`config.mk`:
```
export PLATFORM = sky130hd
export DESIGN_NAME = atc_ctrl_status_regs
export DESIGN_NICKNAME = d
export VERILOG_FILES = /design/src/common/atc_pkg.sv /design/src/logic/atc_tick_divider.sv /design/src/logic/atc_ctrl_status_regs.sv
export VERILOG_INCLUDE_DIRS = /design/src /design/src/common
export SDC_FILE = /design/constraint.sdc
export NUM_CORES = 1
export LEC_CHECK = 0
export ABC_AREA = 1
export BUFFER_PORTS_ARGS = -buffer_cell sky130_fd_sc_hd__buf_2
export CORE_UTILIZATION = 55
export CTS_CLUSTER_SIZE = 20
export DETAILED_ROUTE_END_ITERATION = 8
export GPL_ROUTABILITY_DRIVEN = 1
export PLACE_DENSITY = 0.77
export SKIP_LAST_GASP = 1
export SYNTH_ARGS = -nofsm -noshare
export SYNTH_HDL_FRONTEND = slang
export SYNTH_SLANG_ARGS = --single-unit
```
`constraint.sdc`:
```
create_clock -name clk -period 3 [get_ports clk]
set_input_delay 0.3 -clock clk [delete_from_list [all_inputs] [get_ports clk]]
set_output_delay 0.3 -clock clk [all_outputs]
set_load 0.05 [all_outputs]
```
`src/common/atc_map.svh`:
```
// opcodes, field positions, reset values and rate counts of the terminal control bank
`ifndef ATC_MAP_SVH
`define ATC_MAP_SVH

// serial instruction opcodes
`define ATC_OP_MASTER_RESET 8'h01
`define ATC_OP_ACLK_DIV_WR 8'h07
`define ATC_OP_STATUS_RD 8'h0A
`define ATC_OP_CFG_RD 8'h0B
`define ATC_OP_ACLK_DIV_RD 8'h0C
`define ATC_OP_CFG_WR 8'h10
`define ATC_OP_TX_FIFO_RESET 8'h11
`define ATC_OP_TX_START 8'h12

// serial bit counts at which opcode and data fields complete
`define ATC_BITS_OPCODE 5'h08
`define ATC_BITS_BYTE 5'h10
`define ATC_BITS_HALFWORD 5'h18
`define ATC_BITS_MAX 5'h1F

// reset values
`define ATC_CFG_RESET 16'h0000
`define ATC_DIV_RESET 8'h00

// device_configuration field positions
`define ATC_CFG_RX_RATE_SELECT 0
`define ATC_CFG_ARINC_CLOCK_SOURCE_SELECT 1
`define ATC_CFG_LABEL_FILTER_ENABLE 2
`define ATC_CFG_TX_PARITY_ENABLE 3
`define ATC_CFG_RX_PARITY_CHECK_ENABLE 4
`define ATC_CFG_SELF_TEST_N 5
`define ATC_CFG_RX_DECODER_ENABLE 6
`define ATC_CFG_DECODER_MATCH_BIT10 7
`define ATC_CFG_DECODER_MATCH_BIT9 8
`define ATC_CFG_TX_PARITY_SENSE 9
`define ATC_CFG_TX_RATE_SELECT 10
`define ATC_CFG_LABEL_ORDER_SELECT 11
`define ATC_CFG_LINE_DRIVER_DISABLE 12
`define ATC_CFG_TX_AUTO_MODE 13
`define ATC_CFG_TX_FLAG_SELECT 14
`define ATC_CFG_RX_FLAG_SELECT 15

// fifo_status field positions
`define ATC_ST_RX_FIFO_EMPTY 0
`define ATC_ST_RX_FIFO_HALF 1
`define ATC_ST_RX_FIFO_FULL 2
`define ATC_ST_TX_FIFO_EMPTY 3
`define ATC_ST_TX_FIFO_HALF 4
`define ATC_ST_TX_FIFO_FULL 5

// arinc word bit indices (index 0 is arinc bit 1)
`define ATC_ARINC_BIT9 8
`define ATC_ARINC_BIT10 9
`define ATC_ARINC_PARITY 31

// rate divisions and allowed aux clock divisors
`define ATC_RATE_FAST 8'h0A
`define ATC_RATE_SLOW 8'h50
`define ATC_DIV_X1 8'h01
`define ATC_DIV_X2 8'h02
`define ATC_DIV_X4 8'h04
`define ATC_DIV_X8 8'h08
`define ATC_DIV_XA 8'h0A

// fifo geometry
`define ATC_FIFO_DEPTH 32
`define ATC_HALF_WORDS 16

`endif

```
`src/common/atc_pkg.sv`:
```
// types shared by the terminal control bank
package atc_pkg;

	// serial transaction phase, one-hot
	typedef enum logic [2:0] {
		ATC_PH_IDLE = 3'b001,
		ATC_PH_OPCODE = 3'b010,
		ATC_PH_DATA = 3'b100
	} atc_phase_t;

	// complete state of the control bank
	typedef struct packed {
		atc_phase_t phase;
		logic sckPrev;
		logic [4:0] bitCnt;
		logic [7:0] opcode;
		logic [15:0] shiftIn;
		logic [15:0] shiftOut;
		logic [15:0] cfgWord;
		logic [7:0] aclkDivisor;
		logic [7:0] status;
		logic rxFlag;
		logic txFlag;
		logic txRun;
		logic arincTick;
		logic rxFifoClear;
		logic txFifoClear;
		logic rxLoad;
		logic [31:0] rxLoadWord;
		logic [31:0] txWordOut;
		logic rxInOne;
		logic rxInZero;
		logic txLineOne;
		logic txLineZero;
	} atc_state_t;

endpackage

```
`src/logic/atc_tick_divider.sv`:
```
// enable-pulse divider: one output pulse per divisor input pulses
`timescale 1ns/1ps
module atc_tick_divider #(
	parameter int WIDTH = 8
) (
	input wire logic clk,
	input wire logic reset,
	input wire logic tickIn,
	input wire logic [WIDTH-1:0] divisor,
	output logic tickOut
);
	import atc_pkg::*;

	typedef struct packed {
		logic [WIDTH-1:0] count;
		logic tick;
	} atc_div_state_t;

	atc_div_state_t st_reg;
	atc_div_state_t st_next;

	if (WIDTH < 4) begin : g_width_check
		$error("atc_tick_divider: WIDTH must be at least 4");
	end

	// a zero divisor stops the output, which is how an illegal clock divisor shows
	always_comb begin
		st_next = st_reg;
		st_next.tick = 1'b0;
		if (divisor == '0) begin
			st_next.count = '0;
		end else if (tickIn) begin
			if (st_reg.count >= divisor - 1'b1) begin
				st_next.count = '0;
				st_next.tick = 1'b1;
			end else begin
				st_next.count = st_reg.count + 1'b1;
			end
		end
	end

	always_ff @(posedge clk) begin
		if (reset) begin
			st_reg <= '0;
		end else begin
			st_reg <= st_next;
		end
	end

	assign tickOut = st_reg.tick;
endmodule

```
`src/logic/atc_ctrl_status_regs.sv`:
```
// control and status register bank of the arinc terminal, reached over the serial port
// Function
// - config write opcode loads sixteen bits MSB first
// - config read opcode returns config unchanged
// - rx rate bit picks clock/10 or clock/80
// - clock source bit picks aux or divided aux
// - tx parity enable makes bit 32 parity
// - rx parity check bit enables odd check
// - self-test low loops transmitter into receiver
// - decoder enable compares bits 10 and 9
// - tx parity sense picks odd or even
// - tx rate bit picks rate and slope
// - label order bit reverses or keeps label
// - driver disable forces transmit outputs null
// - manual mode needs start opcode, auto sends
// - tx flag shows empty or full
// - rx flag shows empty or full
// - status read shifts byte, top bits zero
// - rx empty low while rx data held
// - rx half set at sixteen words or more
// - rx full set when receive fifo full
// - tx empty low while words remain unsent
// - tx half at sixteen, full at thirty-two
// - each flag pin mirrors its chosen bit
// - receive word stored only passing enabled filters
`timescale 1ns/1ps
`include "atc_map.svh"
module atc_ctrl_status_regs #(
	parameter int FIFO_DEPTH = `ATC_FIFO_DEPTH,
	parameter int HALF_WORDS = `ATC_HALF_WORDS,
	parameter int CW = $clog2(FIFO_DEPTH + 1)
) (
	input wire logic clk,
	input wire logic reset,
	input wire logic masterReset,
	input wire logic spiSck,
	input wire logic spiCsN,
	input wire logic spiSi,
	output logic spiSo,
	input wire logic aclkTick,
	output logic arincTick,
	output logic rxBitTick,
	output logic txBitTick,
	input wire logic [CW-1:0] rxFifoCount,
	input wire logic [CW-1:0] txFifoCount,
	input wire logic rxWordValid,
	input wire logic [31:0] rxWord,
	input wire logic rxLabelEnabled,
	output logic rxLoad,
	output logic [31:0] rxLoadWord,
	input wire logic [31:0] txWordIn,
	output logic [31:0] txWordOut,
	input wire logic lineRxOne,
	input wire logic lineRxZero,
	input wire logic txDigOne,
	input wire logic txDigZero,
	output logic rxInOne,
	output logic rxInZero,
	output logic txLineOne,
	output logic txLineZero,
	output logic txSlowSlope,
	output logic txRun,
	output logic rxFifoClear,
	output logic txFifoClear,
	output logic [15:0] devConfig,
	output logic [7:0] fifoStatus,
	output logic rxFlagPin,
	output logic txFlagPin
);
	import atc_pkg::*;

	atc_pkg::atc_state_t st_reg;
	atc_pkg::atc_state_t st_next;

	logic [7:0] arincDivisor;
	logic [7:0] rxRateDivisor;
	logic [7:0] txRateDivisor;
	logic divTick;
	logic sckRise;
	logic sckFall;
	logic [15:0] shiftInNext;
	logic cfgWrHit;
	logic readLoadHit;
	logic [15:0] readValue;

	if (FIFO_DEPTH < 2 * HALF_WORDS || FIFO_DEPTH < 2) begin : g_depth_check
		$error("atc_ctrl_status_regs: FIFO_DEPTH must hold at least two half loads");
	end

	// label is arinc bits 1..8; the involution serves both directions
	function automatic logic [31:0] map_label(input logic [31:0] word, input logic keepOrder);
		logic [31:0] res;
		res = word;
		if (!keepOrder) begin
			for (int i = 0; i < 8; i++) begin
				res[i] = word[7 - i];
			end
		end
		return res;
	endfunction

	// only the listed aux clock divisors give a clock; any other value stops it
	always_comb begin
		case (st_reg.aclkDivisor)
			`ATC_DIV_X1, `ATC_DIV_X2, `ATC_DIV_X4, `ATC_DIV_X8, `ATC_DIV_XA: begin
				arincDivisor = st_reg.aclkDivisor;
			end
			default: begin
				arincDivisor = 8'h00;
			end
		endcase
	end

	// bit rate divisions for each direction
	assign rxRateDivisor = st_reg.cfgWord[`ATC_CFG_RX_RATE_SELECT] ? `ATC_RATE_SLOW
		: `ATC_RATE_FAST;
	assign txRateDivisor = st_reg.cfgWord[`ATC_CFG_TX_RATE_SELECT] ? `ATC_RATE_SLOW
		: `ATC_RATE_FAST;

	atc_tick_divider #(.WIDTH(8)) u_aclk_div (
		.clk(clk),
		.reset(reset),
		.tickIn(aclkTick),
		.divisor(arincDivisor),
		.tickOut(divTick)
	);

	atc_tick_divider #(.WIDTH(8)) u_rx_rate (
		.clk(clk),
		.reset(reset),
		.tickIn(st_reg.arincTick),
		.divisor(rxRateDivisor),
		.tickOut(rxBitTick)
	);

	atc_tick_divider #(.WIDTH(8)) u_tx_rate (
		.clk(clk),
		.reset(reset),
		.tickIn(st_reg.arincTick),
		.divisor(txRateDivisor),
		.tickOut(txBitTick)
	);

	// serial clock is taken as synchronous, so edges come from one registered copy
	assign sckRise = !spiCsN && spiSck && !st_reg.sckPrev;
	assign sckFall = !spiCsN && !spiSck && st_reg.sckPrev;
	assign shiftInNext = {st_reg.shiftIn[14:0], spiSi};
	assign cfgWrHit = sckRise && st_reg.phase == ATC_PH_DATA
		&& st_reg.opcode == `ATC_OP_CFG_WR
		&& st_reg.bitCnt == `ATC_BITS_HALFWORD - 5'h01;
	assign readLoadHit = sckFall && st_reg.phase == ATC_PH_DATA
		&& st_reg.bitCnt == `ATC_BITS_OPCODE;

	// read data is left aligned so byte reads leave MSB first too
	always_comb begin
		case (st_reg.opcode)
			`ATC_OP_STATUS_RD: readValue = {st_reg.status, 8'h00};
			`ATC_OP_CFG_RD: readValue = st_reg.cfgWord;
			`ATC_OP_ACLK_DIV_RD: readValue = {st_reg.aclkDivisor, 8'h00};
			default: readValue = 16'h0000;
		endcase
	end

	// next state of the whole bank
	always_comb begin
		logic rxEmpty;
		logic rxHalf;
		logic rxFull;
		logic txEmpty;
		logic txHalf;
		logic txFull;
		logic accept;
		logic [31:0] rxMapped;
		logic [31:0] txMapped;
		logic txPar;
		logic startCmd;
		rxEmpty = 1'b1;
		rxHalf = 1'b0;
		rxFull = 1'b0;
		txEmpty = 1'b1;
		txHalf = 1'b0;
		txFull = 1'b0;
		accept = 1'b0;
		rxMapped = 32'h0000_0000;
		txMapped = 32'h0000_0000;
		txPar = 1'b0;
		startCmd = 1'b0;
		st_next = st_reg;
		st_next.sckPrev = spiSck;
		st_next.rxFifoClear = 1'b0;
		st_next.txFifoClear = 1'b0;
		st_next.rxLoad = 1'b0;

		// serial transaction: opcode, then write data in or read data out
		if (spiCsN) begin
			st_next.phase = ATC_PH_IDLE;
			st_next.bitCnt = 5'h00;
			st_next.shiftOut = 16'h0000;
		end else begin
			if (st_reg.phase == ATC_PH_IDLE) begin
				st_next.phase = ATC_PH_OPCODE;
			end
			if (sckRise) begin
				st_next.shiftIn = shiftInNext;
				if (st_reg.bitCnt != `ATC_BITS_MAX) begin
					st_next.bitCnt = st_reg.bitCnt + 5'h01;
				end
				if (st_reg.bitCnt == `ATC_BITS_OPCODE - 5'h01) begin
					st_next.opcode = shiftInNext[7:0];
					st_next.phase = ATC_PH_DATA;
					case (shiftInNext[7:0])
						`ATC_OP_MASTER_RESET: begin
							st_next.rxFifoClear = 1'b1;
							st_next.txFifoClear = 1'b1;
						end
						`ATC_OP_TX_FIFO_RESET: st_next.txFifoClear = 1'b1;
						`ATC_OP_TX_START: startCmd = 1'b1;
						default: startCmd = 1'b0;
					endcase
				end
				if (st_reg.phase == ATC_PH_DATA && st_reg.opcode == `ATC_OP_ACLK_DIV_WR
					&& st_reg.bitCnt == `ATC_BITS_BYTE - 5'h01) begin
					st_next.aclkDivisor = shiftInNext[7:0];
				end
				if (cfgWrHit) begin
					st_next.cfgWord = shiftInNext;
				end
			end
			// the host samples on the rising edge, so data moves on the falling one
			if (readLoadHit) begin
				st_next.shiftOut = readValue;
			end else if (sckFall && st_reg.phase == ATC_PH_DATA) begin
				st_next.shiftOut = {st_reg.shiftOut[14:0], 1'b0};
			end
		end

		// master reset pin also clears both fifos
		if (masterReset) begin
			st_next.rxFifoClear = 1'b1;
			st_next.txFifoClear = 1'b1;
		end

		// fifo indications, forced to empty while the master reset pin is high
		if (!masterReset) begin
			rxEmpty = rxFifoCount == '0;
			rxHalf = rxFifoCount >= CW'(HALF_WORDS);
			rxFull = rxFifoCount >= CW'(FIFO_DEPTH);
			txEmpty = txFifoCount == '0;
			txHalf = txFifoCount >= CW'(HALF_WORDS);
			txFull = txFifoCount >= CW'(FIFO_DEPTH);
		end
		st_next.status = {2'b00, txFull, txHalf, txEmpty, rxFull, rxHalf, rxEmpty};
		st_next.rxFlag = st_reg.cfgWord[`ATC_CFG_RX_FLAG_SELECT] ? rxFull : rxEmpty;
		st_next.txFlag = st_reg.cfgWord[`ATC_CFG_TX_FLAG_SELECT] ? txFull : txEmpty;

		// transmission start: set wins over the empty clear in manual mode
		if (st_reg.cfgWord[`ATC_CFG_TX_AUTO_MODE]) begin
			st_next.txRun = !txEmpty;
		end else if (startCmd) begin
			st_next.txRun = 1'b1;
		end else if (txEmpty || st_next.txFifoClear) begin
			st_next.txRun = 1'b0;
		end

		// arinc clock source
		st_next.arincTick = st_reg.cfgWord[`ATC_CFG_ARINC_CLOCK_SOURCE_SELECT] ? divTick
			: aclkTick;

		// receive filters, label mapping and parity
		accept = (!st_reg.cfgWord[`ATC_CFG_LABEL_FILTER_ENABLE] || rxLabelEnabled)
			&& (!st_reg.cfgWord[`ATC_CFG_RX_DECODER_ENABLE]
			|| (rxWord[`ATC_ARINC_BIT10] == st_reg.cfgWord[`ATC_CFG_DECODER_MATCH_BIT10]
			&& rxWord[`ATC_ARINC_BIT9] == st_reg.cfgWord[`ATC_CFG_DECODER_MATCH_BIT9]));
		rxMapped = map_label(rxWord, st_reg.cfgWord[`ATC_CFG_LABEL_ORDER_SELECT]);
		if (st_reg.cfgWord[`ATC_CFG_RX_PARITY_CHECK_ENABLE]) begin
			rxMapped[`ATC_ARINC_PARITY] = !(^rxWord);
		end
		if (rxWordValid && accept) begin
			st_next.rxLoad = 1'b1;
			st_next.rxLoadWord = rxMapped;
		end

		// transmit word: label mapping and generated parity
		txMapped = map_label(txWordIn, st_reg.cfgWord[`ATC_CFG_LABEL_ORDER_SELECT]);
		txPar = ^txMapped[30:0];
		if (st_reg.cfgWord[`ATC_CFG_TX_PARITY_ENABLE]) begin
			txMapped[`ATC_ARINC_PARITY] = st_reg.cfgWord[`ATC_CFG_TX_PARITY_SENSE] ? txPar
				: !txPar;
		end
		st_next.txWordOut = txMapped;

		// self-test loopback takes the digital outputs ahead of the driver disable
		st_next.rxInOne = st_reg.cfgWord[`ATC_CFG_SELF_TEST_N] ? lineRxOne : txDigOne;
		st_next.rxInZero = st_reg.cfgWord[`ATC_CFG_SELF_TEST_N] ? lineRxZero : txDigZero;
		st_next.txLineOne = !st_reg.cfgWord[`ATC_CFG_LINE_DRIVER_DISABLE] && txDigOne;
		st_next.txLineZero = !st_reg.cfgWord[`ATC_CFG_LINE_DRIVER_DISABLE] && txDigZero;
	end

	// single register stage for all bank state
	always_ff @(posedge clk) begin
		if (reset) begin
			st_reg <= '0;
			st_reg.phase <= ATC_PH_IDLE;
			st_reg.cfgWord <= `ATC_CFG_RESET;
			st_reg.aclkDivisor <= `ATC_DIV_RESET;
			st_reg.status <= 8'h09;
			st_reg.rxFlag <= 1'b1;
			st_reg.txFlag <= 1'b1;
		end else begin
			st_reg <= st_next;
		end
	end

	// outputs straight from the state register
	assign spiSo = st_reg.shiftOut[15];
	assign arincTick = st_reg.arincTick;
	assign rxLoad = st_reg.rxLoad;
	assign rxLoadWord = st_reg.rxLoadWord;
	assign txWordOut = st_reg.txWordOut;
	assign rxInOne = st_reg.rxInOne;
	assign rxInZero = st_reg.rxInZero;
	assign txLineOne = st_reg.txLineOne;
	assign txLineZero = st_reg.txLineZero;
	assign txSlowSlope = st_reg.cfgWord[`ATC_CFG_TX_RATE_SELECT];
	assign txRun = st_reg.txRun;
	assign rxFifoClear = st_reg.rxFifoClear;
	assign txFifoClear = st_reg.txFifoClear;
	assign devConfig = st_reg.cfgWord;
	assign fifoStatus = st_reg.status;
	assign rxFlagPin = st_reg.rxFlag;
	assign txFlagPin = st_reg.txFlag;
endmodule

```
== After elaboration in Yosys (flattened, before gate mapping) ==
Cells that the tools add are included.

* Flip-flop bits (word level): 183
* Output and inout port bits: 103

* Add/sub/neg operators: 7
* $lt $le $gt $ge: 7
* Equality and inequality tests: 22
* Multiplexer cells: 43
* Bitwise logic cells: 3
* Reduce and logical (&&, ||, !) cells: 52

{| class="wikitable"
|+ Operator list
! operator !! number
|-
| 2-to-1 mux 8 bit || 6
|-
| one-hot mux 16 bit (3 select lines) || 1
|-
| equality test 8 x 4 -> 1 bit (second input constant) || 5
|-
| 2-to-1 mux 33 bit || 1
|-
| 2-to-1 mux 16 bit || 2
|-
| XOR reduction 32 bit || 1
|-
| XOR reduction 31 bit || 1
|-
| adder 8 x 1 -> 8 bit (second input constant) || 3
|-
| equality test 8 x 5 -> 1 bit (second input constant) || 3
|-
| greater-or-equal comparator 8 bit || 3
|-
| zero test 8 bit || 3
|-
| 2-to-1 mux 1 bit || 24
|-
| equality test 8 x 1 -> 1 bit (second input constant) || 2
|-
| equality test 8 x 3 -> 1 bit (second input constant) || 2
|-
| logical AND 1 bit || 16
|-
| subtractor 7 x 1 -> 8 bit (second input constant) || 2
|-
| 2-to-1 mux 7 bit || 2
|-
| greater-or-equal comparator 6 x 5 -> 1 bit (second input constant) || 2
|-
| greater-or-equal comparator 6 bit (second input constant) || 2
|-
| zero test 6 bit || 2
|-
| OR reduction 2 bit || 6
|-
| equality test 5 x 4 -> 1 bit (second input constant) || 2
|-
| zero test 1 bit || 9
|-
| 2-to-1 mux 3 bit || 3
|-
| 18 further kinds || 31
|}

== Depth between registers and ports, before layout ==
Gate-level depths: netlist of run 1.

* Depth after elaboration: 11
* Depth in mapped cells: 17
* Depth with buffers taken out: 17

== Hierarchy ==
Synthesis of run 1 repeated with hierarchy kept, for this count alone.

* Cell total of the unflattened synthesis: 1468
* Area total of the unflattened synthesis: 10050.9 µm²

{| class="wikitable"
|+ By module, submodules not included
! module !! instances !! cells an instance !! area each (µm²)
|-
| atc_ctrl_status_regs || 1 || 1171 || 7821.3
|-
| atc_tick_divider || 3 || 99 || 743.2
|}

== Worst setup path before layout of run 1 ==
Ideal clock, no wire load.

* Path kind: reg2reg
* Start point: reg st_reg[83] in the netlist's numbering
* End point: reg u_aclk_div.st_reg[5] in the netlist's numbering
* Setup time: 119 ps
* Data arrival time: 2206 ps
* Data required time: 2881 ps
* Setup slack: 675 ps
* Stages on the path, launching flop included: 18
* Path buffers: 0
* Clock period less this slack: 2325 ps
* Cells stage by stage: dfxtp_1 -> or2_1 -> nor2_1 -> nand2_1 -> nand3_2 -> inv_1 -> nand2_1 -> ha_1 -> xor2_1 -> inv_1 -> ha_1 -> nand2_1 -> o21ai_0 -> nand2_1 -> o2111ai_1 -> nand2_1 -> nand2_2 -> nor3b_1

* Word-level cells in the longest chain between the ends: 6
* Elaborated cells between the ends (all ways): 12
* Classes of those cells: add/sub: 1; order compare: 1; eq/ne: 5; mux: 2; reduce/logical: 3

{| class="wikitable"
|+ RTL lines
! what !! line !! source
|-
| start, declared || atc_ctrl_status_regs.sv:72 || <nowiki>atc_pkg::atc_state_t st_reg;</nowiki>
|-
| start signal, assigned || atc_ctrl_status_regs.sv:310 || <nowiki>st_reg <= st_next;</nowiki>
|-
| equality test 8 x 1 -> 1 bit (tied with other cells) || atc_ctrl_status_regs.sv:104 || <nowiki>case (st_reg.aclkDivisor)</nowiki>
|-
| OR reduction 5 bit || atc_ctrl_status_regs.sv:104 ||
|-
| 2-to-1 mux 8 bit (*) || atc_ctrl_status_regs.sv:104 ||
|-
| subtractor 8 x 1 -> 8 bit || atc_tick_divider.sv:33 || <nowiki>if (st_reg.count >= divisor - 1'b1) begin</nowiki>
|-
| greater-or-equal comparator 8 bit || atc_tick_divider.sv:33 ||
|-
| 2-to-1 mux 8 bit || atc_tick_divider.sv:33 ||
|-
| end signal, assigned || atc_tick_divider.sv:46 || <nowiki>st_reg <= st_next;</nowiki>
|-
| end, declared || atc_tick_divider.sv:19 || <nowiki>atc_div_state_t st_reg;</nowiki>
|}

Mark *: on every way between the ends. The rest lies on a longest branch, timed or not.
A chain may end at the register's enable or synchronous reset.

== Worst setup path after layout of run 1 ==
Same ends and word-level chain as after synthesis.

==> run summary, run 1 <==
Yosys warns: 0
Worst Setup End Kind: flip-flop
Most frequent CP cell: nand2_1
Leakage power: 4.91 nW
Post-CTS resize count: 0
CTS max path bufs: 2
Status: finished clean
First-pass iteration count of the detailed router: 5
Post CTS Setup Buffer Count: 0
Sum Neg Setup Slack: 0 ns
FFs w/ async S/R, synth: 0%
Mapped Avg Cell Area: 7.16 µm²
Antenna violations before repair: 1
Skew final: 0.00497 ns
TritonCTS clock tree: built
Fraction of layout cells with a size suffix above 1: 18.4%
Root Buffer: clkbuf_16
Fin crit share: 87.9%
First-pass GRT wire length: 34500 µm
Die area: 17200 µm²
Worst rel slew slack: 45.5%
P&R area growth vs syn: 11.8%
# port buffers: 189
Initial Util: 57.1%
Max frequency: 379 MHz
Setup CP Type: flip-flop to flip-flop
Cell Pwr Density: 550 nW/µm²
Worst-path clk slew: 0.07 ns
Maximum VDD drop: 0.430 mV
Num Clock Sinks: 180
Delay-heaviest family, CP: simple AND/OR/NAND/NOR gates
Core box area: 16100 µm²
Post-synthesis register bit count: 180
Net count, final: 1487
Reg area: 3600 µm²
Most frequent cells in the layout: 326 x nand2_1, 189 x buf_2, 180 x dfxtp_1, 141 x nor2_1, 111 x inv_1
Grt total ovfl: 0
RSZ-0062 raised after global routing: no
Min-delay worst type: input pin to flip-flop
Via/cell ratio: 5.02
Synth Instances: 1282
Minimum clock period after layout: 2.64 ns
Sequential area share after synthesis: 39.3%
Inst Count DP: 1572
Die Ht: 131 µm
Row count: 46
Worst Path Buf+Inv: 2
Detailed placer's ending HPWL: 15500 µm
Slowest cell on the critical path: dfxtp_1
H-tree depth: 4
Die Wd: 131 µm
WL final: 20900 µm
Measured slew at the worst slew-check pin: 0.811 ns
DRC: 0
Top Ports: 192
Crit-path max FO: 8
# fillers: 1429
Cell chain of the critical path: or2_1, nor2_1, nand2_1, nand3_2, inv_1, nand2_1, ha_1, xor2_1, inv_1, ha_1, nand2_1, o21ai_0, nand2_1, o2111ai_1, nand2_1, nand2_2, nor3b_1
Prevailing post-synth register cell: dfxtp_1
DR vias: 8059
Gpl congestion: 0.918
Mapped cell area: 9170 µm²
Crit start category: flip-flop
Hold Fails Final Rpt: 0
Filler-free cell count of the finished design: 1605
Area of the multi-input gates: 4300 µm²
Post-synth EDFFs: 0
Distinct cells, synth: 49
Total GRT Usage: 24.5%
CP peak stage delay: 0.34 ns
Total of max-cap violations: 0
Commonest non-fill, non-tap cell in the layout: nand2_1
TritonCTS Buffers: 17
Max reg flops: 40
Later-pin clock latency in the skew report: 0.43 ns
# setup viols final: 0
Detail Route Antenna Nets: 0
Pin count of the biggest net entering global routing: 67
DRT iter0 DRCs: 421
WL per Instance: 13.0 µm
Worst path arrival time: 2.99 ns
Final Max Tran Viols: 0
CP required: 3.35 ns
Vias in the first global route: 7267
Post-CTS Hold Buffers: 0
-- report_power, final --
| part | switching [mW] | internal (mW) |
|---|---|---|
| clock network | 0.982 | 1.34 |
| logic | 0.580 | 0.232 |
| registers | 0.0384 | 2.47 |
-- cells by family after synthesis --
family / share of synthesized area, %
xor+xnor: 4.96
simple gates: 25.4
fa+ha+maj: 3.14
buf+inv: 13.9
other cells: 0.0409
compound gates: 13.3
flops: 39.3
-- cells in the mapped netlist (all sizes together), types with 4 or more instances --
| library cell | n | share of area [%] |
|---|---|---|
| nand2 | 329 | 14 |
| dfxtp | 180 | 39 |
| nor2 | 147 | 6.4 |
| inv | 117 | 4.8 |
| o21ai | 100 | 5.5 |
| buf | 99 | 7.8 |
| a21oi | 98 | 5.5 |
| nand3 | 42 | 2.3 |
| xor2 | 29 | 2.8 |
| clkbuf | 25 | 1.1 |
| ha | 23 | 3.1 |
| xnor2 | 23 | 2.2 |
| nor3 | 16 | 1.1 |
| a211oi | 11 | 1.0 |
| nand4 | 9 | 0.68 |
| a31oi | 8 | 0.55 |
| nor3b | 5 | 0.41 |
| nor4 | 4 | 0.60 |
-- per-stage QoR --
stage	power [mW]	worst slack, ns	cell area [µm²]	utilization, %	hold WS [ns]
global placement	3.36	0.492	9630	60.0	0.455
floorplan	3.22	0.675	9180	-	0.407
CTS	5.68	0.374	10300	63.8	0.0731
detailed placement	3.37	0.390	9630	60.0	0.469
finish	5.64	0.364	10300	63.9	0.0876
global route	5.88	0.0652	10300	63.9	0.0781
-- worst paths after layout --
kind	from	to	slack [ns]	cells past startpoint
hold reg to reg	rxLoadWord[11]$_SDFFE_PP0P_	rxLoadWord[11]$_SDFFE_PP0P_	0.48	2
setup reg to reg	st_reg[83]$_SDFFE_PP0P_	u_aclk_div.st_reg[5]$_SDFFE_PP0P_	0.36	17
setup / recovery	st_reg[83]$_SDFFE_PP0P_	u_aclk_div.st_reg[5]$_SDFFE_PP0P_	0.36	17
hold / removal	txWordIn[23]	txWordOut[23]$_SDFF_PP0_	0.09	3
-- metal layers --
| layer | global-route usage, % | routed length [µm] |
|---|---|---|
| met2 | 38.7 | 9570 |
| met3 | 6.21 | 1420 |
| met1 | 32.4 | 9510 |
| met4 | 8.24 | 420 |
| met5 | 0 | 0 |
-- worst reg2reg max path: stages (launching register included) --
cell       delay, ns
dfxtp_1         0.34
or2_1           0.25
nor2_1          0.13
nand2_1         0.08
nand3_2         0.10
inv_1           0.08
nand2_1         0.11
ha_1            0.22
xor2_1          0.16
inv_1           0.06
ha_1            0.27
nand2_1         0.07
o21ai_0         0.08
nand2_1         0.06
o2111ai_1       0.09
nand2_1         0.11
nand2_2         0.13
nor3b_1         0.20
-- final cells by class --
cell class | instances | area share (%)
Inverter | 118 | 4.34
Antenna cell | 1 | 0.0244
Timing Repair Buffer | 198 | 9.88
Sequential cell | 180 | 35.1
Tap cell | 216 | 2.64
Multi-Input combinational cell | 860 | 41.9
Clock buffer | 18 | 4.28
Clock inverter | 14 | 1.74
No activity file was read; power rests on OpenSTA's default activity.
==> inputs of run 2 (changes only) <==
--- a/config.mk
+++ b/config.mk
@@ -8,12 +8,13 @@
 export LEC_CHECK = 0
 export ABC_AREA = 1
 export BUFFER_PORTS_ARGS = -buffer_cell sky130_fd_sc_hd__buf_2
-export CORE_UTILIZATION = 55
+export CORE_UTILIZATION = 56
 export CTS_CLUSTER_SIZE = 20
 export DETAILED_ROUTE_END_ITERATION = 8
 export GPL_ROUTABILITY_DRIVEN = 1
-export PLACE_DENSITY = 0.77
+export PLACE_DENSITY = 0.78
 export SKIP_LAST_GASP = 1
 export SYNTH_ARGS = -nofsm -noshare
 export SYNTH_HDL_FRONTEND = slang
+export SYNTH_HIERARCHICAL = 1
 export SYNTH_SLANG_ARGS = --single-unit
==> run summary, run 2 <==
WL per Instance: 12.0 µm (-8.2%)
Max frequency: 382 MHz (+0.57%)
Crit-path max FO: 8 (unchanged)
Reg area: 3600 µm² (unchanged)
Measured slew at the worst slew-check pin: 0.832 ns (+0.0207 ns)
Area share of the largest cell type after synthesis: 35.9% (-3.4 points)
Adder-cell share of the synthesized area: 4.61% (+1.5 points)
Die area: 18500 µm² (+7.5%)
Core box area: 17400 µm² (+8.5%)
DRC: 0 (unchanged)
Synth Area in Compound Gates: 13.4% (+0.084 points)
Vias in the first global route: 8168 (+12%)
Commonest non-fill, non-tap cell in the layout: nand2_1
Setup CP Type: flip-flop to flip-flop
Gpl congestion: 0.875 (-4.7%)
Fin crit share: 87.4% (-0.50 points)
Post-CTS Hold Buffers: 0 (unchanged)
Hold Fails Final Rpt: 0 (unchanged)
Slowest cell on the critical path: nor4_1
Net count, final: 1715 (+15%)
Mapped cell area: 10100 µm² (+9.6%)
Pin count of the biggest net entering global routing: 63 (-6.0%)
CTS max path bufs: 2 (unchanged)
Area of the multi-input gates: 5040 µm² (+17%)
Sequential area share after synthesis: 35.9% (-3.4 points)
Max reg flops: 40 (unchanged)
H-tree depth: 4 (unchanged)
Hold Crit Start: masterReset
FFs w/ async S/R, synth: 0% (unchanged)
DRT iter0 DRCs: 508 (+21%)
Post-synth top cells: 435 x nand2_1, 180 x dfxtp_1, 174 x inv_1, 119 x nor2_1, 113 x a21oi_1
Total of max-cap violations: 0 (unchanged)
Maximum VDD drop: 0.435 mV (+1.2%)
Final Max Tran Viols: 0 (unchanged)
Synth top area cells: dfxtp_1 36%, nand2_1 16%, buf_4 6.6%
Post-Synth XOR/XNOR Area: 3.31% (-1.7 points)
Mux cell area share after synthesis: 0.299% (+0.30 points)
Die Ht: 136 µm (+3.7%)
TritonCTS clock tree: built
CP required: 3.32 ns (-0.03 ns)
WL final: 21900 µm (+4.5%)
# port buffers: 189 (unchanged)
Final Instance Area: 11300 µm² (+10%)
Detail Route Antenna Nets: 0 (unchanged)
Post-CTS resize count: 0 (unchanged)
Fraction of layout cells with a size suffix above 1: 16.7% (-1.6 points)
Cell Pwr Density: 521 nW/µm² (-5.3%)
Via/cell ratio: 4.93 (-1.8%)
Prevailing post-synth register cell: dfxtp_1
First-pass GRT wire length: 36800 µm (+6.7%)
Simple-Gate Fraction of Synth Area: 27.3% (+1.9 points)
DR vias: 9018 (+12%)
Grt total ovfl: 0 (unchanged)
Most frequent CP cell: nand2_1
Most common cell in the netlist: nand2_1
Largest family of logic cells by synthesized area: simple AND/OR/NAND/NOR gates
Post-synth EDFFs: 0 (unchanged)
Root Buffer: clkbuf_16
Total GRT Usage: 24.7% (+0.22 points)
Sum Neg Setup Slack: 0 ns (unchanged)
Crit start category: flip-flop
Later-pin clock latency in the skew report: 0.43 ns (about the same)
Delay-heaviest family, CP: simple AND/OR/NAND/NOR gates
Most frequent cells in the layout: 435 x nand2_1, 189 x buf_2, 180 x dfxtp_1, 173 x inv_1, 119 x nor2_1
Initial Util: 57.7% (+0.58 points)
Post CTS Setup Buffer Count: 0 (unchanged)
Placed cell area: 10600 µm² (+10%)
Worst rel slew slack: 44.3% (-1.2 points)
Worst Path Buf+Inv: 1 (-1)
First-pass iteration count of the detailed router: 6 (+1)
Cell chain of the critical path: nor4_1, o2111ai_1, nor2_1, inv_1, ha_1, xnor2_1, ha_1, nand2_1, nor2_1, nor2_1, nand2_1, nand2_1, nand2_1, nand2_1, nand2_2, nor2_1
Worst path arrival time: 2.94 ns (-0.05 ns)
Place WS: 0.403 ns (+0.0130 ns)
FF-to-FF Start: st_reg[90]$_SDFFE_PP0P_
RSZ-0062 raised after global routing: no
Leakage power: 5.83 nW (+19%)
Final setup margin: 0.379 ns (+0.0150 ns)
Minimum clock period after layout: 2.62 ns (-0.0150 ns)
Die Wd: 136 µm (+3.7%)
Num Clock Sinks: 180 (unchanged)
Detailed placer's ending HPWL: 16400 µm (+5.5%)
CP peak stage delay: 0.44 ns (+0.10 ns)
Worst-path clk slew: 0.07 ns (about the same)
Skew final: 0.00636 ns (+0.00139 ns)
Top Ports: 192 (unchanged)
# fillers: 1588 (+11%)
Crit path launch: st_reg[90]$_SDFFE_PP0P_
Mapped Avg Cell Area: 6.85 µm² (-4.3%)
Synth Instances: 1468 (+15%)
Worst Setup End Kind: flip-flop
# setup viols final: 0 (unchanged)
Row count: 48 (+4.3%)
Distinct cells, synth: 49 (unchanged)
P&R area growth vs syn: 12.5%
Antenna violations before repair: 0 (-1)
Yosys warns: 6 (+6)
Synth area leader: dfxtp_1
TritonCTS Buffers: 17 (unchanged)
Post-synthesis register bit count: 180 (unchanged)
Status: finished clean
Min-delay worst type: input pin to flip-flop
## run 2: layout make-up
class	instances	share of cell area, %
inverter	179	6.01
antenna	1	0.0221
tap	225	2.49
timing repair buffer	199	9.14
multi-input combinational	1012	44.6
sequential	180	31.9
clock buffer	20	4.13
clock inverter	12	1.77
## run 2: logic make-up after synthesis
| kind of cell | Yosys count |
|---|---|
| AOI/OAI and AO/OA | 249 |
| xor gates and xnor gates | 38 |
| adders and majority gates | 37 |
| buffers and inverters | 307 |
| DFF | 180 |
| muxes | 3 |
| other | 1 |
| and+or+nand+nor | 653 |
## run 2: worst paths after layout
| path | endpoint | slack (ns) | cells past startpoint |
|---|---|---|---|
| worst max-delay path | u_aclk_div/st_reg[6]$_SDFFE_PP0P_ | 0.38 | 16 |
| worst min-delay path | rxFifoClear$_SDFF_PP0_ | 0.08 | 2 |
| worst max register to register | u_aclk_div/st_reg[6]$_SDFFE_PP0P_ | 0.38 | 16 |
| worst min register to register | shiftInNext[14]$_SDFFE_PP0P_ | 0.46 | 2 |
## run 2: per-stage QoR
| stage | instances | hold WS (ns) | utilization [%] | power [mW] |
|---|---|---|---|---|
| 3_3_place_gp | 1795 | 0.444 | 61.1 | 3.41 |
| 4_1_cts | 1827 | 0.0621 | 64.9 | 5.93 |
| 2_1_floorplan | 1499 | 0.407 | - | 3.28 |
| 3_5_place_dp | 1795 | 0.446 | 61.1 | 3.43 |
| 5_1_grt | 1827 | 0.0742 | 64.9 | 6.13 |
| 6_report | 1828 | 0.0800 | 64.9 | 5.89 |
## run 2: worst reg2reg max path, cell delays in order, from the launching register on
cell and delay [ns]:
dfxtp_1 0.33, nor4_1 0.44, o2111ai_1 0.22, nor2_1 0.17
inv_1 0.09, ha_1 0.22, xnor2_1 0.13, ha_1 0.28
nand2_1 0.07, nor2_1 0.11, nor2_1 0.05, nand2_1 0.05
nand2_1 0.04, nand2_1 0.06, nand2_1 0.06, nand2_2 0.15
nor2_1 0.06
## run 2: where the power goes
| group | leakage (nW) | internal [mW] | switching (mW) | total, mW |
|---|---|---|---|---|
| combinational | 4.04 | 0.247 | 0.610 | 0.857 |
| clock | 0.319 | 1.55 | 0.962 | 2.51 |
| sequential | 1.48 | 2.48 | 0.0478 | 2.52 |
## run 2: metal layers
metal	routed length (µm)	vias up	part of all wire [%]	GRT usage, %
met2	10500	171	48	42.3
met5	0	-	0	0
met1	9980	4040	46	30.9
met4	346	0	1.6	7.84
met3	1030	28	4.7	5.18
li1	-	4779	-	-
==> inputs of run 3 (changes only) <==
--- a/config.mk
+++ b/config.mk
@@ -6,13 +6,12 @@
 export SDC_FILE = /design/constraint.sdc
 export NUM_CORES = 1
 export LEC_CHECK = 0
-export ABC_AREA = 1
 export BUFFER_PORTS_ARGS = -buffer_cell sky130_fd_sc_hd__buf_2
-export CORE_UTILIZATION = 56
+export CORE_UTILIZATION = 55
 export CTS_CLUSTER_SIZE = 20
 export DETAILED_ROUTE_END_ITERATION = 8
 export GPL_ROUTABILITY_DRIVEN = 1
-export PLACE_DENSITY = 0.78
+export PLACE_DENSITY = 0.77
 export SKIP_LAST_GASP = 1
 export SYNTH_ARGS = -nofsm -noshare
 export SYNTH_HDL_FRONTEND = slang
==> run summary, run 3 <==
Post-synthesis register bit count: 180 (unchanged)
# port buffers: 189 (unchanged)
Grt total ovfl: 0 (unchanged)
Delay-heaviest family, CP: simple AND/OR/NAND/NOR gates
Final setup margin: 0.00846 ns (-0.371 ns)
First-pass iteration count of the detailed router: 5 (-1)
Most frequent cells in the layout: 188 x buf_2, 179 x dfxtp_1, 137 x nor2_1, 85 x xnor2_1, 84 x mux2i_1
Mapped cell area: 9320 µm² (-7.3%)
Die Wd: 132 µm (-2.8%)
WL per Instance: 14.8 µm (+24%)
Pint: 4.07 mW (-4.8%)
Net count, final: 1270 (-26%)
Final Max Tran Viols: 0 (unchanged)
Minimum clock period after layout: 2.99 ns (+0.371 ns)
R2r worst-path depth: 11 (-5)
# setup viols final: 0 (unchanged)
Synth Instances: 1009 (-31%)
Prevailing post-synth register cell: dfxtp_1
Most common cell in the netlist: dfxtp_1
First-pass GRT wire length: 33100 µm (-10%)
WL final: 20300 µm (-7.0%)
TritonCTS clock tree: built
Mapped Avg Cell Area: 9.24 µm² (+35%)
Leakage power: 4.60 nW (-21%)
Max frequency: 334 MHz (-12%)
Post-synth top cells: 180 x dfxtp_1, 137 x nor2_1, 94 x buf_4, 86 x xnor2_1, 84 x mux2i_1
Yosys warns: 6 (unchanged)
TritonCTS Buffers: 17 (unchanged)
Comb pwr share: 15.1% (+0.5 points)
Die Ht: 132 µm (-2.8%)
Area of the multi-input gates: 5050 µm² (+0.20%)
Area share of the largest cell type after synthesis: 38.7% (+2.8 points)
Fin crit share: 99.7% (+12 points)
Worst path arrival time: 3.31 ns (+0.37 ns)
WHS Endpoint: fifoStatus[2]$_SDFF_PP0_
Num Clock Sinks: 180 (unchanged)
Row count: 47 (-2.1%)
Commonest non-fill, non-tap cell in the layout: buf_2
Hold Fails Final Rpt: 0 (unchanged)
Gpl congestion: 0.857 (-2.1%)
Worst rel slew slack: 48.6% (+4.2 points)
Slowest cell on the critical path: or4_4
DRT iter0 DRCs: 467 (-8.1%)
FF-to-FF Start: st_reg[90]$_SDFFE_PP0P_
Crit start category: flip-flop
Sequential share of power: 44.6% (+1.7 points)
Distinct cells, synth: 56 (+14%)
Skew final: 0.00771 ns (+0.00135 ns)
Status: finished clean
Total of max-cap violations: 0 (unchanged)
Core box area: 16600 µm² (-4.8%)
Antenna violations before repair: 0 (unchanged)
Setup CP Type: flip-flop to flip-flop
Sequential area share after synthesis: 38.7% (+2.8 points)
Cell Pwr Density: 525 nW/µm² (+0.65%)
Die area: 17500 µm² (-5.5%)
Number of antenna diodes: 0 (-1)
Synth area leader: dfxtp_1
Initial Util: 56.2% (-1.5 points)
Clock power share: 40.4% (-2.2 points)
P&R area growth vs syn: 14.9%
Maximum VDD drop: 0.427 mV (-1.9%)
Measured slew at the worst slew-check pin: 0.770 ns (-0.0612 ns)
CP required: 3.32 ns (about the same)
DR vias: 7051 (-22%)
Worst r2r dst: u_aclk_div/tickOut$_SDFF_PP0_
Worst-path clk slew: 0.07 ns (about the same)
# fillers: 1388 (-13%)
Root Buffer: clkbuf_16
Pin count of the biggest net entering global routing: 81 (+29%)
Worst Path Buf+Inv: 1 (unchanged)
Synth top area cells: dfxtp_1 39%, mux2i_1 9.0%, xnor2_1 8.1%
Hold Crit Start: rxFifoCount[5]
DRC: 0 (unchanged)
Top Ports: 192 (unchanged)
Fraction of layout cells with a size suffix above 1: 25.0% (+8.3 points)
Crit-path max FO: 5 (-3)
Later-pin clock latency in the skew report: 0.42 ns (about the same)
Place WS: -0.0415 ns (-0.444 ns)
Max reg flops: 40 (unchanged)
Switching power: 1.55 mW (-4.3%)
CP peak stage delay: 0.52 ns (+0.08 ns)
Min-delay worst type: input pin to flip-flop
CTS max path bufs: 2 (unchanged)
Sw Ratio: 27.6% (+0.11 points)
Register-to-register setup slack: 0.008 ns (-0.37 ns)
Reg area: 3600 µm² (about the same)
Total GRT Usage: 23.7% (-1.1 points)
Detailed placer's ending HPWL: 14600 µm (-11%)
Cell chain of the critical path: or4_4, or3_4, nor3b_4, inv_2, ha_4, xnor2_2, ha_1, a211o_1, a31oi_4, o31ai_4, and2_1
FFs w/ async S/R, synth: 0% (unchanged)
RSZ-0062 raised after global routing: yes
Pwr Total: 5.62 mW (-4.7%)
Vias in the first global route: 6726 (-18%)
Via/cell ratio: 5.12 (+3.9%)
H-tree depth: 4 (unchanged)
Hold path cells: 2 (unchanged)
Worst Setup End Kind: flip-flop
Post-synth EDFFs: 0 (unchanged)
Detail Route Antenna Nets: 0 (unchanged)
## run 3: kinds of logic (layout without fill, tap and decap cells)
logic type               Yosys count  in the layout  share of synthesized area [%]
other                              1             36                         0.0402
AO/OA/AOI/OAI                    112            113                           8.55
XOR/XNOR                         109            109                           10.2
AND/OR/NAND/NOR                  339            339                           18.7
flip-flops                       180            180                           38.7
adder cells (fa/ha/maj)           37             37                           4.97
buffers and inverters            147            258                           9.80
multiplexers                      84             84                           9.02
## run 3: worst max path at each step
| stage | cells past startpoint | endpoint | from | slack (ns) |
|---|---|---|---|---|
| 2_1_floorplan | 11 | u_aclk_div/tickOut$_SDFF_PP0_ | st_reg[90]$_SDFFE_PP0P_ | 0.008 |
| 3_3_place_gp | 11 | u_aclk_div/st_reg[6]$_SDFFE_PP0P_ | st_reg[90]$_SDFFE_PP0P_ | 0.03 |
| 3_5_place_dp | 11 | u_aclk_div/st_reg[8]$_SDFFE_PP0P_ | st_reg[90]$_SDFFE_PP0P_ | -0.04 |
| 4_1_cts | 11 | u_aclk_div/tickOut$_SDFF_PP0_ | st_reg[90]$_SDFFE_PP0P_ | -0.009 |
| 5_1_grt | 11 | u_aclk_div/st_reg[7]$_SDFFE_PP0P_ | st_reg[90]$_SDFFE_PP0P_ | -0.1 |
| 6_report | 11 | u_aclk_div/tickOut$_SDFF_PP0_ | st_reg[90]$_SDFFE_PP0P_ | 0.008 |
## run 3: power by group through the flow
stage	logic (mW)	registers, mW	clock network, mW
2_1_floorplan	0.686	2.57	0
3_3_place_gp	0.827	2.55	0
3_5_place_dp	0.839	2.56	0
4_1_cts	0.848	2.50	2.31
5_1_grt	0.907	2.51	2.40
6_report	0.847	2.50	2.27
## run 3: cell type report
cell class	instances	share of cell area [%]
repair buffers	207	10.4
clock buffers	20	4.26
clock inverters	11	1.31
flip-flops and latches	180	33.7
multi-input cells	718	47.1
well taps	220	2.57
inverters	20	0.701
## run 3: repair_timing
action,4_1_cts,5_1_grt
hold buffers,0,0
endpoints found under the hold margin,0,0
cloned,1,0
setup endpoints to repair,5,9
resized for setup,8,7
pin swaps,5,8
setup buffers,0,1
## run 3: per-layer routing
metal	vias to the layer above	routed length [µm]	GRT usage, %
met1	3298	8950	29.7
met2	176	10200	40.7
li1	3551	-	-
met3	26	920	4.73
met5	-	0	0
met4	0	294	7.66
## run 3: through the flow
step	util (%)	instances	area, µm²	setup TNS (ns)	hold slack, ns
final	64.6	1376	10700	0	0.109
after global routing	64.6	1376	10700	-0.594	0.100
after CTS	64.3	1375	10700	-0.0127	0.0910
after detailed placement	60.4	1343	10000	-0.124	0.452
after global placement	60.4	1343	10000	0	0.445
after floorplan	-	1044	9460	0	0.422
